## config.mk

```make
export PLATFORM = sky130hd
export DESIGN_NAME = splc_host_flat
export DESIGN_NICKNAME = d
export VERILOG_FILES = /design/src/hw/splc_pkg.sv /design/src/hw/splc_if.sv /design/src/hw/splc_sync.sv /design/src/hw/splc_host.sv /design/src/flat_wrapper.sv
export SDC_FILE = /design/constraint.sdc
export NUM_CORES = 1
export LEC_CHECK = 0
export ABC_AREA = 1
export BUFFER_PORTS_ARGS = -buffer_cell sky130_fd_sc_hd__clkbuf_2
export CORE_ASPECT_RATIO = 0.9
export CORE_MARGIN = 4
export CORE_UTILIZATION = 40
export CTS_CLUSTER_DIAMETER = 40
export DETAILED_ROUTE_END_ITERATION = 10
export GPL_TIMING_DRIVEN = 1
export PLACE_DENSITY = 0.64
export SKIP_CTS_REPAIR_TIMING = 1
export SYNTH_ARGS = -nofsm -noshare
export SYNTH_HDL_FRONTEND = slang
export SYNTH_SLANG_ARGS = --single-unit
```

## constraint.sdc

```tcl
create_clock -name aclk -period 2.3 [get_ports aclk]
set_clock_uncertainty 0.1 [all_clocks]
set_input_delay 0.115 -clock aclk [delete_from_list [all_inputs] [get_ports aclk]]
set_output_delay 0.115 -clock aclk [all_outputs]
set_load 0.1 [all_outputs]
```

## src/hw/splc_pkg.sv

```systemverilog
// constants shared by the serial level controller ends
// assumes one system clock at 40 MHz on both ends
package splc_pkg;
   // ==========================================================
   // frame layout
   localparam int          FRAME_BITS    = 16;
   localparam int          RW_BIT        = 15;
   localparam int          ADDR_MSB      = 14;
   localparam int          ADDR_LSB      = 8;
   localparam int          DATA_MSB      = 7;
   localparam int          NUM_PORTS     = 10;
   // ==========================================================
   // device register addresses
   localparam logic [6:0]  ADDR_PORT9    = 7'h09;
   localparam logic [6:0]  ADDR_GRP_ALL  = 7'h0A;
   localparam logic [6:0]  ADDR_GRP_LOW  = 7'h0B;
   localparam logic [6:0]  ADDR_GRP_MID  = 7'h0C;
   localparam logic [6:0]  ADDR_GRP_TOP  = 7'h0D;
   localparam logic [7:0]  LEVEL_RESET   = 8'hFF;
   localparam logic [7:0]  LEVEL_LOW     = 8'h00;
   localparam logic [7:0]  LEVEL_HIGH    = 8'h01;
   // ==========================================================
   // timing
   localparam int          CLK_PERIOD_NS = 25;
   localparam int          CHAIN_MIN_SCLK_NS = 100;
   // shortest legal half period of the link clock, rounded up
   localparam int          CHAIN_MIN_HALF_CYC =
      (CHAIN_MIN_SCLK_NS / 2 + CLK_PERIOD_NS - 1) / CLK_PERIOD_NS;
   // sync delay on both ends needs this many cycles per half period
   localparam int          HALF_MIN_CYC  = 8;
   localparam logic [7:0]  HALF_RESET    = 8'h08;
   // ==========================================================
   // controller registers, byte addresses
   localparam logic [7:0]  OFS_TXDATA    = 8'h00;
   localparam logic [7:0]  OFS_CTRL      = 8'h04;
   localparam logic [7:0]  OFS_HALF      = 8'h08;
   localparam logic [7:0]  OFS_STATUS    = 8'h0C;
   localparam logic [7:0]  OFS_RXDATA    = 8'h10;
   localparam logic [1:0]  RESP_OKAY     = 2'h0;
   localparam logic [1:0]  RESP_SLVERR   = 2'h2;

   typedef enum logic [2:0] {
      ST_IDLE  = 3'h0,
      ST_START = 3'h1,
      ST_HIGH  = 3'h3,
      ST_LOW   = 3'h2,
      ST_STOP  = 3'h7,
      ST_GAP   = 3'h5
   } splc_state_t;
endpackage : splc_pkg

```

## src/hw/splc_if.sv

```systemverilog
// four wire serial link between controller and level device
// assumes the bench joins both modports; all wires are push-pull
`timescale 1ns/100ps
interface splc_if;
   logic sclk;
   logic cs_n;
   logic din;
   logic dout;

   modport dev (
      input  sclk,
      input  cs_n,
      input  din,
      output dout
   );
   modport host (
      output sclk,
      output cs_n,
      output din,
      input  dout
   );
endinterface : splc_if

```

## src/hw/splc_sync.sv

```systemverilog
// two flop synchroniser for levels from outside the clock domain
// assumes aclk runs much faster than any input toggles
`timescale 1ns/100ps
module splc_sync #(
   parameter int W = 1
) (
   input  wire logic         aclk,
   input  wire logic         aresetn,
   input  wire logic [W-1:0] async_in,
   output logic      [W-1:0] sync_out
);
   logic [W-1:0] meta_reg;

   always_ff @(posedge aclk) begin
      if (!aresetn) begin
         meta_reg <= '0;
         sync_out <= '0;
      end else begin
         meta_reg <= async_in;
         sync_out <= meta_reg;
      end
   end
endmodule : splc_sync

```

## src/hw/splc_host.sv

```systemverilog
// serial link controller with an AXI4-Lite register slave
// assumes software polls status; link clock is divided from aclk
`timescale 1ns/100ps
module splc_host
   import splc_pkg::*;
#(
   parameter int HALF_MIN = splc_pkg::HALF_MIN_CYC
) (
   input  wire logic        aclk,
   input  wire logic        aresetn,
   splc_if.host             link,
   input  wire logic [7:0]  s_axi_awaddr,
   input  wire logic        s_axi_awvalid,
   output logic             s_axi_awready,
   input  wire logic [31:0] s_axi_wdata,
   input  wire logic [3:0]  s_axi_wstrb,
   input  wire logic        s_axi_wvalid,
   output logic             s_axi_wready,
   output logic [1:0]       s_axi_bresp,
   output logic             s_axi_bvalid,
   input  wire logic        s_axi_bready,
   input  wire logic [7:0]  s_axi_araddr,
   input  wire logic        s_axi_arvalid,
   output logic             s_axi_arready,
   output logic [31:0]      s_axi_rdata,
   output logic [1:0]       s_axi_rresp,
   output logic             s_axi_rvalid,
   input  wire logic        s_axi_rready
);
   import splc_pkg::*;

   if (HALF_MIN < HALF_MIN_CYC || HALF_MIN < CHAIN_MIN_HALF_CYC || HALF_MIN > 255) begin
      $error("HALF_MIN out of range");
   end

   // ==========================================================
   // register bus
   logic        aw_reg, w_reg;
   logic [7:0]  awaddr_reg;
   logic [31:0] wdata_reg;
   logic [31:0] tx_reg, rx_reg;
   logic        two_reg;
   logic [7:0]  half_reg;
   splc_state_t st_reg;
   logic [7:0]  cnt_reg;
   logic [5:0]  bits_reg;
   logic        sclk_reg, cs_n_reg, din_reg;
   logic        dout_s;

   assign s_axi_awready = !aw_reg;
   assign s_axi_wready  = !w_reg;
   assign s_axi_arready = !s_axi_rvalid;

   wire        busy     = (st_reg != ST_IDLE);
   wire        do_wr    = aw_reg && w_reg && !s_axi_bvalid;
   wire        wr_tx    = do_wr && (awaddr_reg == OFS_TXDATA);
   wire        wr_ctrl  = do_wr && (awaddr_reg == OFS_CTRL);
   wire        wr_half  = do_wr && (awaddr_reg == OFS_HALF);
   wire        wr_ok    = wr_tx || wr_ctrl || wr_half;
   wire        start    = wr_tx && !busy;
   wire [7:0]  half_w   = (wdata_reg[7:0] < 8'(HALF_MIN)) ? 8'(HALF_MIN) : wdata_reg[7:0];
   wire        rd_take  = s_axi_arvalid && !s_axi_rvalid;
   wire        rd_ok    = (s_axi_araddr <= OFS_RXDATA) && (s_axi_araddr[1:0] == 2'h0);
   wire [31:0] rd_mux   = (s_axi_araddr == OFS_TXDATA) ? tx_reg :
                          (s_axi_araddr == OFS_CTRL)   ? {31'h0, two_reg} :
                          (s_axi_araddr == OFS_HALF)   ? {24'h0, half_reg} :
                          (s_axi_araddr == OFS_STATUS) ? {31'h0, busy} :
                          rx_reg;

   always_ff @(posedge aclk) begin
      if (!aresetn) begin
         aw_reg       <= 1'b0;
         w_reg        <= 1'b0;
         awaddr_reg   <= 8'h00;
         wdata_reg    <= 32'h0000_0000;
         s_axi_bvalid <= 1'b0;
         s_axi_bresp  <= RESP_OKAY;
         s_axi_rvalid <= 1'b0;
         s_axi_rresp  <= RESP_OKAY;
         s_axi_rdata  <= 32'h0000_0000;
         two_reg      <= 1'b0;
         half_reg     <= HALF_RESET;
      end else begin
         if (s_axi_awvalid && !aw_reg) begin
            aw_reg     <= 1'b1;
            awaddr_reg <= s_axi_awaddr;
         end
         if (s_axi_wvalid && !w_reg) begin
            w_reg     <= 1'b1;
            wdata_reg <= s_axi_wdata;
         end
         if (do_wr) begin
            aw_reg       <= 1'b0;
            w_reg        <= 1'b0;
            s_axi_bvalid <= 1'b1;
            s_axi_bresp  <= wr_ok ? RESP_OKAY : RESP_SLVERR;
         end else if (s_axi_bready) begin
            s_axi_bvalid <= 1'b0;
         end
         if (wr_ctrl && !busy) begin
            two_reg <= wdata_reg[0];
         end
         if (wr_half && !busy) begin
            half_reg <= half_w;
         end
         if (rd_take) begin
            s_axi_rvalid <= 1'b1;
            s_axi_rresp  <= rd_ok ? RESP_OKAY : RESP_SLVERR;
            s_axi_rdata  <= rd_ok ? rd_mux : 32'h0000_0000;
         end else if (s_axi_rready) begin
            s_axi_rvalid <= 1'b0;
         end
      end
   end

   // ==========================================================
   // link engine
   splc_sync #(.W(1)) u_sync (
      .aclk     (aclk),
      .aresetn  (aresetn),
      .async_in (link.dout),
      .sync_out (dout_s)
   );

   wire       half_done = (cnt_reg == half_reg - 8'h01);
   wire [5:0] frame_len = two_reg ? 6'(2 * FRAME_BITS) : 6'(FRAME_BITS);
   wire [7:0] cnt_next  = half_done ? 8'h00 : cnt_reg + 8'h01;

   always_ff @(posedge aclk) begin
      if (!aresetn) begin
         st_reg   <= ST_IDLE;
         cnt_reg  <= 8'h00;
         bits_reg <= 6'h00;
         sclk_reg <= 1'b0;
         cs_n_reg <= 1'b1;
         din_reg  <= 1'b0;
         tx_reg   <= 32'h0000_0000;
         rx_reg   <= 32'h0000_0000;
      end else begin
         cnt_reg <= (st_reg == ST_IDLE) ? 8'h00 : cnt_next;
         case (st_reg)
            ST_IDLE: begin
               if (start) begin
                  tx_reg   <= wdata_reg;
                  bits_reg <= frame_len;
                  cs_n_reg <= 1'b0;
                  din_reg  <= two_reg ? wdata_reg[31] : wdata_reg[15];
                  st_reg   <= ST_START;
               end
            end
            ST_START, ST_LOW: begin
               if (half_done) begin
                  sclk_reg <= 1'b1;
                  rx_reg   <= {rx_reg[30:0], dout_s};
                  st_reg   <= ST_HIGH;
               end
            end
            ST_HIGH: begin
               if (half_done) begin
                  sclk_reg <= 1'b0;
                  bits_reg <= bits_reg - 6'h01;
                  tx_reg   <= {tx_reg[30:0], 1'b0};
                  din_reg  <= two_reg ? tx_reg[30] : tx_reg[14];
                  st_reg   <= (bits_reg == 6'h01) ? ST_STOP : ST_LOW;
               end
            end
            ST_STOP: begin
               if (half_done) begin
                  cs_n_reg <= 1'b1;
                  st_reg   <= ST_GAP;
               end
            end
            ST_GAP: begin
               if (half_done) begin
                  st_reg <= ST_IDLE;
               end
            end
            default: begin
               st_reg <= ST_IDLE;
            end
         endcase
      end
   end

   // divided clock is at most 2.5 MHz, well under the chain limit
   assign link.sclk = sclk_reg;
   assign link.cs_n = cs_n_reg;
   assign link.din  = din_reg;
endmodule : splc_host

```

## src/flat_wrapper.sv

```systemverilog
// flat-port wrapper written by rule: the top's interface ports become plain ports
module splc_host_flat import splc_pkg::*;
#(
   parameter int HALF_MIN = splc_pkg::HALF_MIN_CYC
)
  (aclk, aresetn, s_axi_awaddr, s_axi_awvalid, s_axi_awready, s_axi_wdata, s_axi_wstrb, s_axi_wvalid, s_axi_wready, s_axi_bresp, s_axi_bvalid, s_axi_bready, s_axi_araddr, s_axi_arvalid, s_axi_arready, s_axi_rdata, s_axi_rresp, s_axi_rvalid, s_axi_rready, link_sclk, link_cs_n, link_din, link_dout);
  splc_if link_i ();
  input  wire logic aclk;
  input  wire logic aresetn;
  input  wire logic [7:0] s_axi_awaddr;
  input  wire logic s_axi_awvalid;
  output logic s_axi_awready;
  input  wire logic [31:0] s_axi_wdata;
  input  wire logic [3:0] s_axi_wstrb;
  input  wire logic s_axi_wvalid;
  output logic s_axi_wready;
  output logic [1:0] s_axi_bresp;
  output logic s_axi_bvalid;
  input  wire logic s_axi_bready;
  input  wire logic [7:0] s_axi_araddr;
  input  wire logic s_axi_arvalid;
  output logic s_axi_arready;
  output logic [31:0] s_axi_rdata;
  output logic [1:0] s_axi_rresp;
  output logic s_axi_rvalid;
  input  wire logic s_axi_rready;
  output wire logic [$bits(link_i.sclk)-1:0] link_sclk;
  output wire logic [$bits(link_i.cs_n)-1:0] link_cs_n;
  output wire logic [$bits(link_i.din)-1:0] link_din;
  input wire logic [$bits(link_i.dout)-1:0] link_dout;
  assign link_sclk = link_i.sclk;
  assign link_cs_n = link_i.cs_n;
  assign link_din = link_i.din;
  assign link_i.dout = link_dout;
  splc_host #(.HALF_MIN(HALF_MIN)) u_core (.aclk(aclk), .aresetn(aresetn), .link(link_i), .s_axi_awaddr(s_axi_awaddr), .s_axi_awvalid(s_axi_awvalid), .s_axi_awready(s_axi_awready), .s_axi_wdata(s_axi_wdata), .s_axi_wstrb(s_axi_wstrb), .s_axi_wvalid(s_axi_wvalid), .s_axi_wready(s_axi_wready), .s_axi_bresp(s_axi_bresp), .s_axi_bvalid(s_axi_bvalid), .s_axi_bready(s_axi_bready), .s_axi_araddr(s_axi_araddr), .s_axi_arvalid(s_axi_arvalid), .s_axi_arready(s_axi_arready), .s_axi_rdata(s_axi_rdata), .s_axi_rresp(s_axi_rresp), .s_axi_rvalid(s_axi_rvalid), .s_axi_rready(s_axi_rready));
endmodule
```

==> out/qor.txt <==
DRC Markers - 0
Final setup violation count - 0
H-tree depth - 4
CP startpoint kind - flop
Ant diodes - 0
Synthesized area - 7740 sq um
Peak supply drop - 0.591 mV
Critical path endpoint category - flop
First-pass GRT wire length - 32.7 mm
Crit path time final - 2250 ps
Critical Path Fanout Max - 9
Cells along the critical path - inv_2 > ha_4 > inv_2 > nand2_2 > nand2_2 > nor2_4 > nand2_1 > nor2_1 > nand2_1 > nor2_1 > nand2_2 > nand2_4 > nand3_4 > clkbuf_16 > nor2_1 > nor2_2
Die Area - 21600 sq um
Mux cell area share after synthesis - 0%
IO Count - 104
Largest area contributor in the netlist - dfxtp_1
Sequential-to-total area share from yosys stat - 44.8%
Post-Synth XOR/XNOR Area - 1.02%
Power Total - 9530 uW
GRT Resource Usage Total - 18.4%
CTS tree - done
WL/cell - 14.1 um
P_leak - 0.00430 uW
Max-slew violations - 0
Cell count after synthesis - 1138
Synth Area in Compound Gates - 17.3%
R2r startpoint - u_core.half_reg[1]
Hold Path Depth - 6
Status - complete, no violations
Crit Path Class - reg -> reg
Hold Crit Start - s_axi_araddr[2]
DPL Wire Length - 13.3 mm
Syn Area/Cell - 6.80 sq um
Core area - 18700 sq um
Total CTS buffers - 17
Clock buffer depth - 2
Yosys warns - 0
Flop-to-flop setup slack - 50 ps
Fmax - 444 MHz
GR Overflow Total - 0
Die width - 155 um
DRT iter0 DRCs - 474
Reg clk slew, reported paths - 60 ps
Share of layout cells above drive strength 1 - 16.8%
RSZ-0062 raised after global routing - yes
Clock Tree Root - clkbuf_16
Clock Sinks - 173
Largest net degree at the start of global routing - 70
I/O Buffers - 97
Number of synthesized register bits - 173
Period utilisation layout - 98.0%
Vias/cell - 4.94
Antenna Nets Post-Route - 0
Cell variety after synth - 36
Max-cap violation count - 0
Number of synthesized flops with an enable pin - 0
WHS - 130 ps
DR pass1 iterations - 5
Setup crit start - u_core.half_reg[1]
Post-Synth Simple-Gate Area - 26.2%
Adder-cell share of the synthesized area - 0.647%
Share of the synthesized area in the top cell type - 44.8%
P&R area growth vs syn - 27.3%
Vias in the first global route - 6582
Synth area leaders - dfxtp_1 45%, nand2_1 13%, nor2_1 8.4%, o21ai_0 6.7%, inv_1 6.0%
Crit path max-delay family - simple AND/OR/NAND/NOR gates
Worst endpoint data arrival time - 2480 ps
Hold Vio Cnt, Final - 0
Worst slew pin tran - 654 ps
Worst rel slew slack - 56.4%
Critical Path RT - 2530 ps
Wirelength, routed - 21.6 mm
Hold Path Sink - u_core.s_axi_rdata[0]
Clk_lat worst skew - 430 ps
GP Congestion - 0.838
Hold Crit Class - in -> reg
Slowest Stage Delay on Critical Path - 340 ps
Finished Core Util - 52.7%
Initial antenna violation count - 0
Post-synth top flop - dfxtp_1
Main combinational cell family by area after synthesis - simple AND/OR/NAND/NOR gates
Slowest CP cell - dfxtp_2
Via count - 7576
Worst R2R Path Depth - 16
Die Y - 140 um
P per Cell Area - 968 nW/um^2
Setup_tns - 0 ps
Critical R2R Capture - u_core.tx_reg[21]
Nets@finish - 1339
CP bufs+invs - 3
Starting Density - 41.4%
FFs w/ async S/R, synth - 0%
Placement row count - 47
==> cells in the final DEF (no fill, tap or decap), types with 3 or more instances in the layout <==
master,count
dlygate4sd3_1,47
a211oi_1,3
inv_2,8
nand2_2,18
xor2_1,6
clkbuf_2,96
buf_12,3
o22ai_1,32
nor3_1,8
nor2_2,8
ha_1,3
clkinv_2,3
o21ai_0,95
buf_6,3
xnor2_1,3
nand3_1,19
nor2_1,166
o21ai_1,22
or2_2,3
clkinv_4,3
nand2_1,255
a21oi_1,92
nand4_1,19
dfxtp_1,170
o211ai_1,3
clkinvlp_4,5
buf_4,25
inv_1,119
clkbuf_16,21
nand2_4,3
==> cells by family (layout without fill, tap and decap cells) <==
logic type / Yosys count / count (layout)
adder cells (fa/ha/maj): 4 / 4
other: 1 / 2
AO/OA/AOI/OAI: 252 / 252
XOR/XNOR: 9 / 9
AND/OR/NAND/NOR: 507 / 508
flip-flops: 173 / 173
buffers and inverters: 192 / 340
==> synth_stat cells (3+ instances only) <==
| cell type | number |
|---|---|
| o22ai_1 | 32 |
| clkbuf_1 | 42 |
| o21ai_1 | 15 |
| buf_4 | 3 |
| buf_6 | 4 |
| nor3_1 | 8 |
| buf_1 | 3 |
| xnor2_1 | 3 |
| dfxtp_1 | 173 |
| a21oi_1 | 92 |
| or2_2 | 3 |
| nand4_1 | 19 |
| nand3_1 | 19 |
| inv_2 | 4 |
| ha_1 | 4 |
| a211oi_1 | 3 |
| o21ai_0 | 103 |
| nand2_1 | 274 |
| inv_1 | 124 |
| xor2_1 | 6 |
| buf_2 | 11 |
| nor2_1 | 174 |
| o211ai_1 | 3 |
==> worst max path at each step <==
stage | to | cells past startpoint | slack [ps]
after floorplan | u_core.tx_reg[15] | 11 | 100
final | u_core.tx_reg[21] | 16 | 50
after CTS | u_core.tx_reg[21] | 17 | 30
after global placement | u_core.rx_reg[26] | 16 | 80
after detailed placement | u_core.rx_reg[23] | 16 | 50
after global routing | u_core.tx_reg[18] | 17 | -90
==> tightest hold or removal path, cell delays in order <==
cell,delay (ps)
clkbuf_2,130
inv_1,80
nor2_1,80
o22ai_1,70
nand2_1,80
a21oi_1,60
==> stage by stage <==
step                      std cells  worst slack (ps)  area [sq um]
after detailed placement       1443              49.8          8500
after global placement         1443              78.5          8500
final                          1533              46.7          9850
after CTS                      1475              31.5          9090
after global routing           1533             -93.4          9850
after floorplan                1139              96.9          7760
==> power breakdown <==
part           switching [uW]  internal, uW  total (uW)
clock network            1240          1660        2900
registers                 147          3390        3540
logic                    1940          1150        3090
==> per-layer routing <==
metal	share of wire [%]	global-route usage (%)	wire length [um]	up-vias
met3	5.4	4.13	1160	13
met4	0.89	4.37	193	0
met1	49	26.5	10600	3466
met5	0	0	0	-
met2	44	28.2	9610	182
li1	-	-	-	3915
==> area by class of cell <==
| class | instances | area, sq um |
|---|---|---|
| timing repair buffer | 179 | 1350 |
| fill | 1859 | 8850 |
| sequential | 173 | 3470 |
| clock inverter | 13 | 140 |
| clock buffer | 19 | 453 |
| inverter | 129 | 488 |
| tap | 245 | 307 |
| multi-input combinational | 775 | 3640 |
No activity file was read; power rests on OpenSTA's default activity.
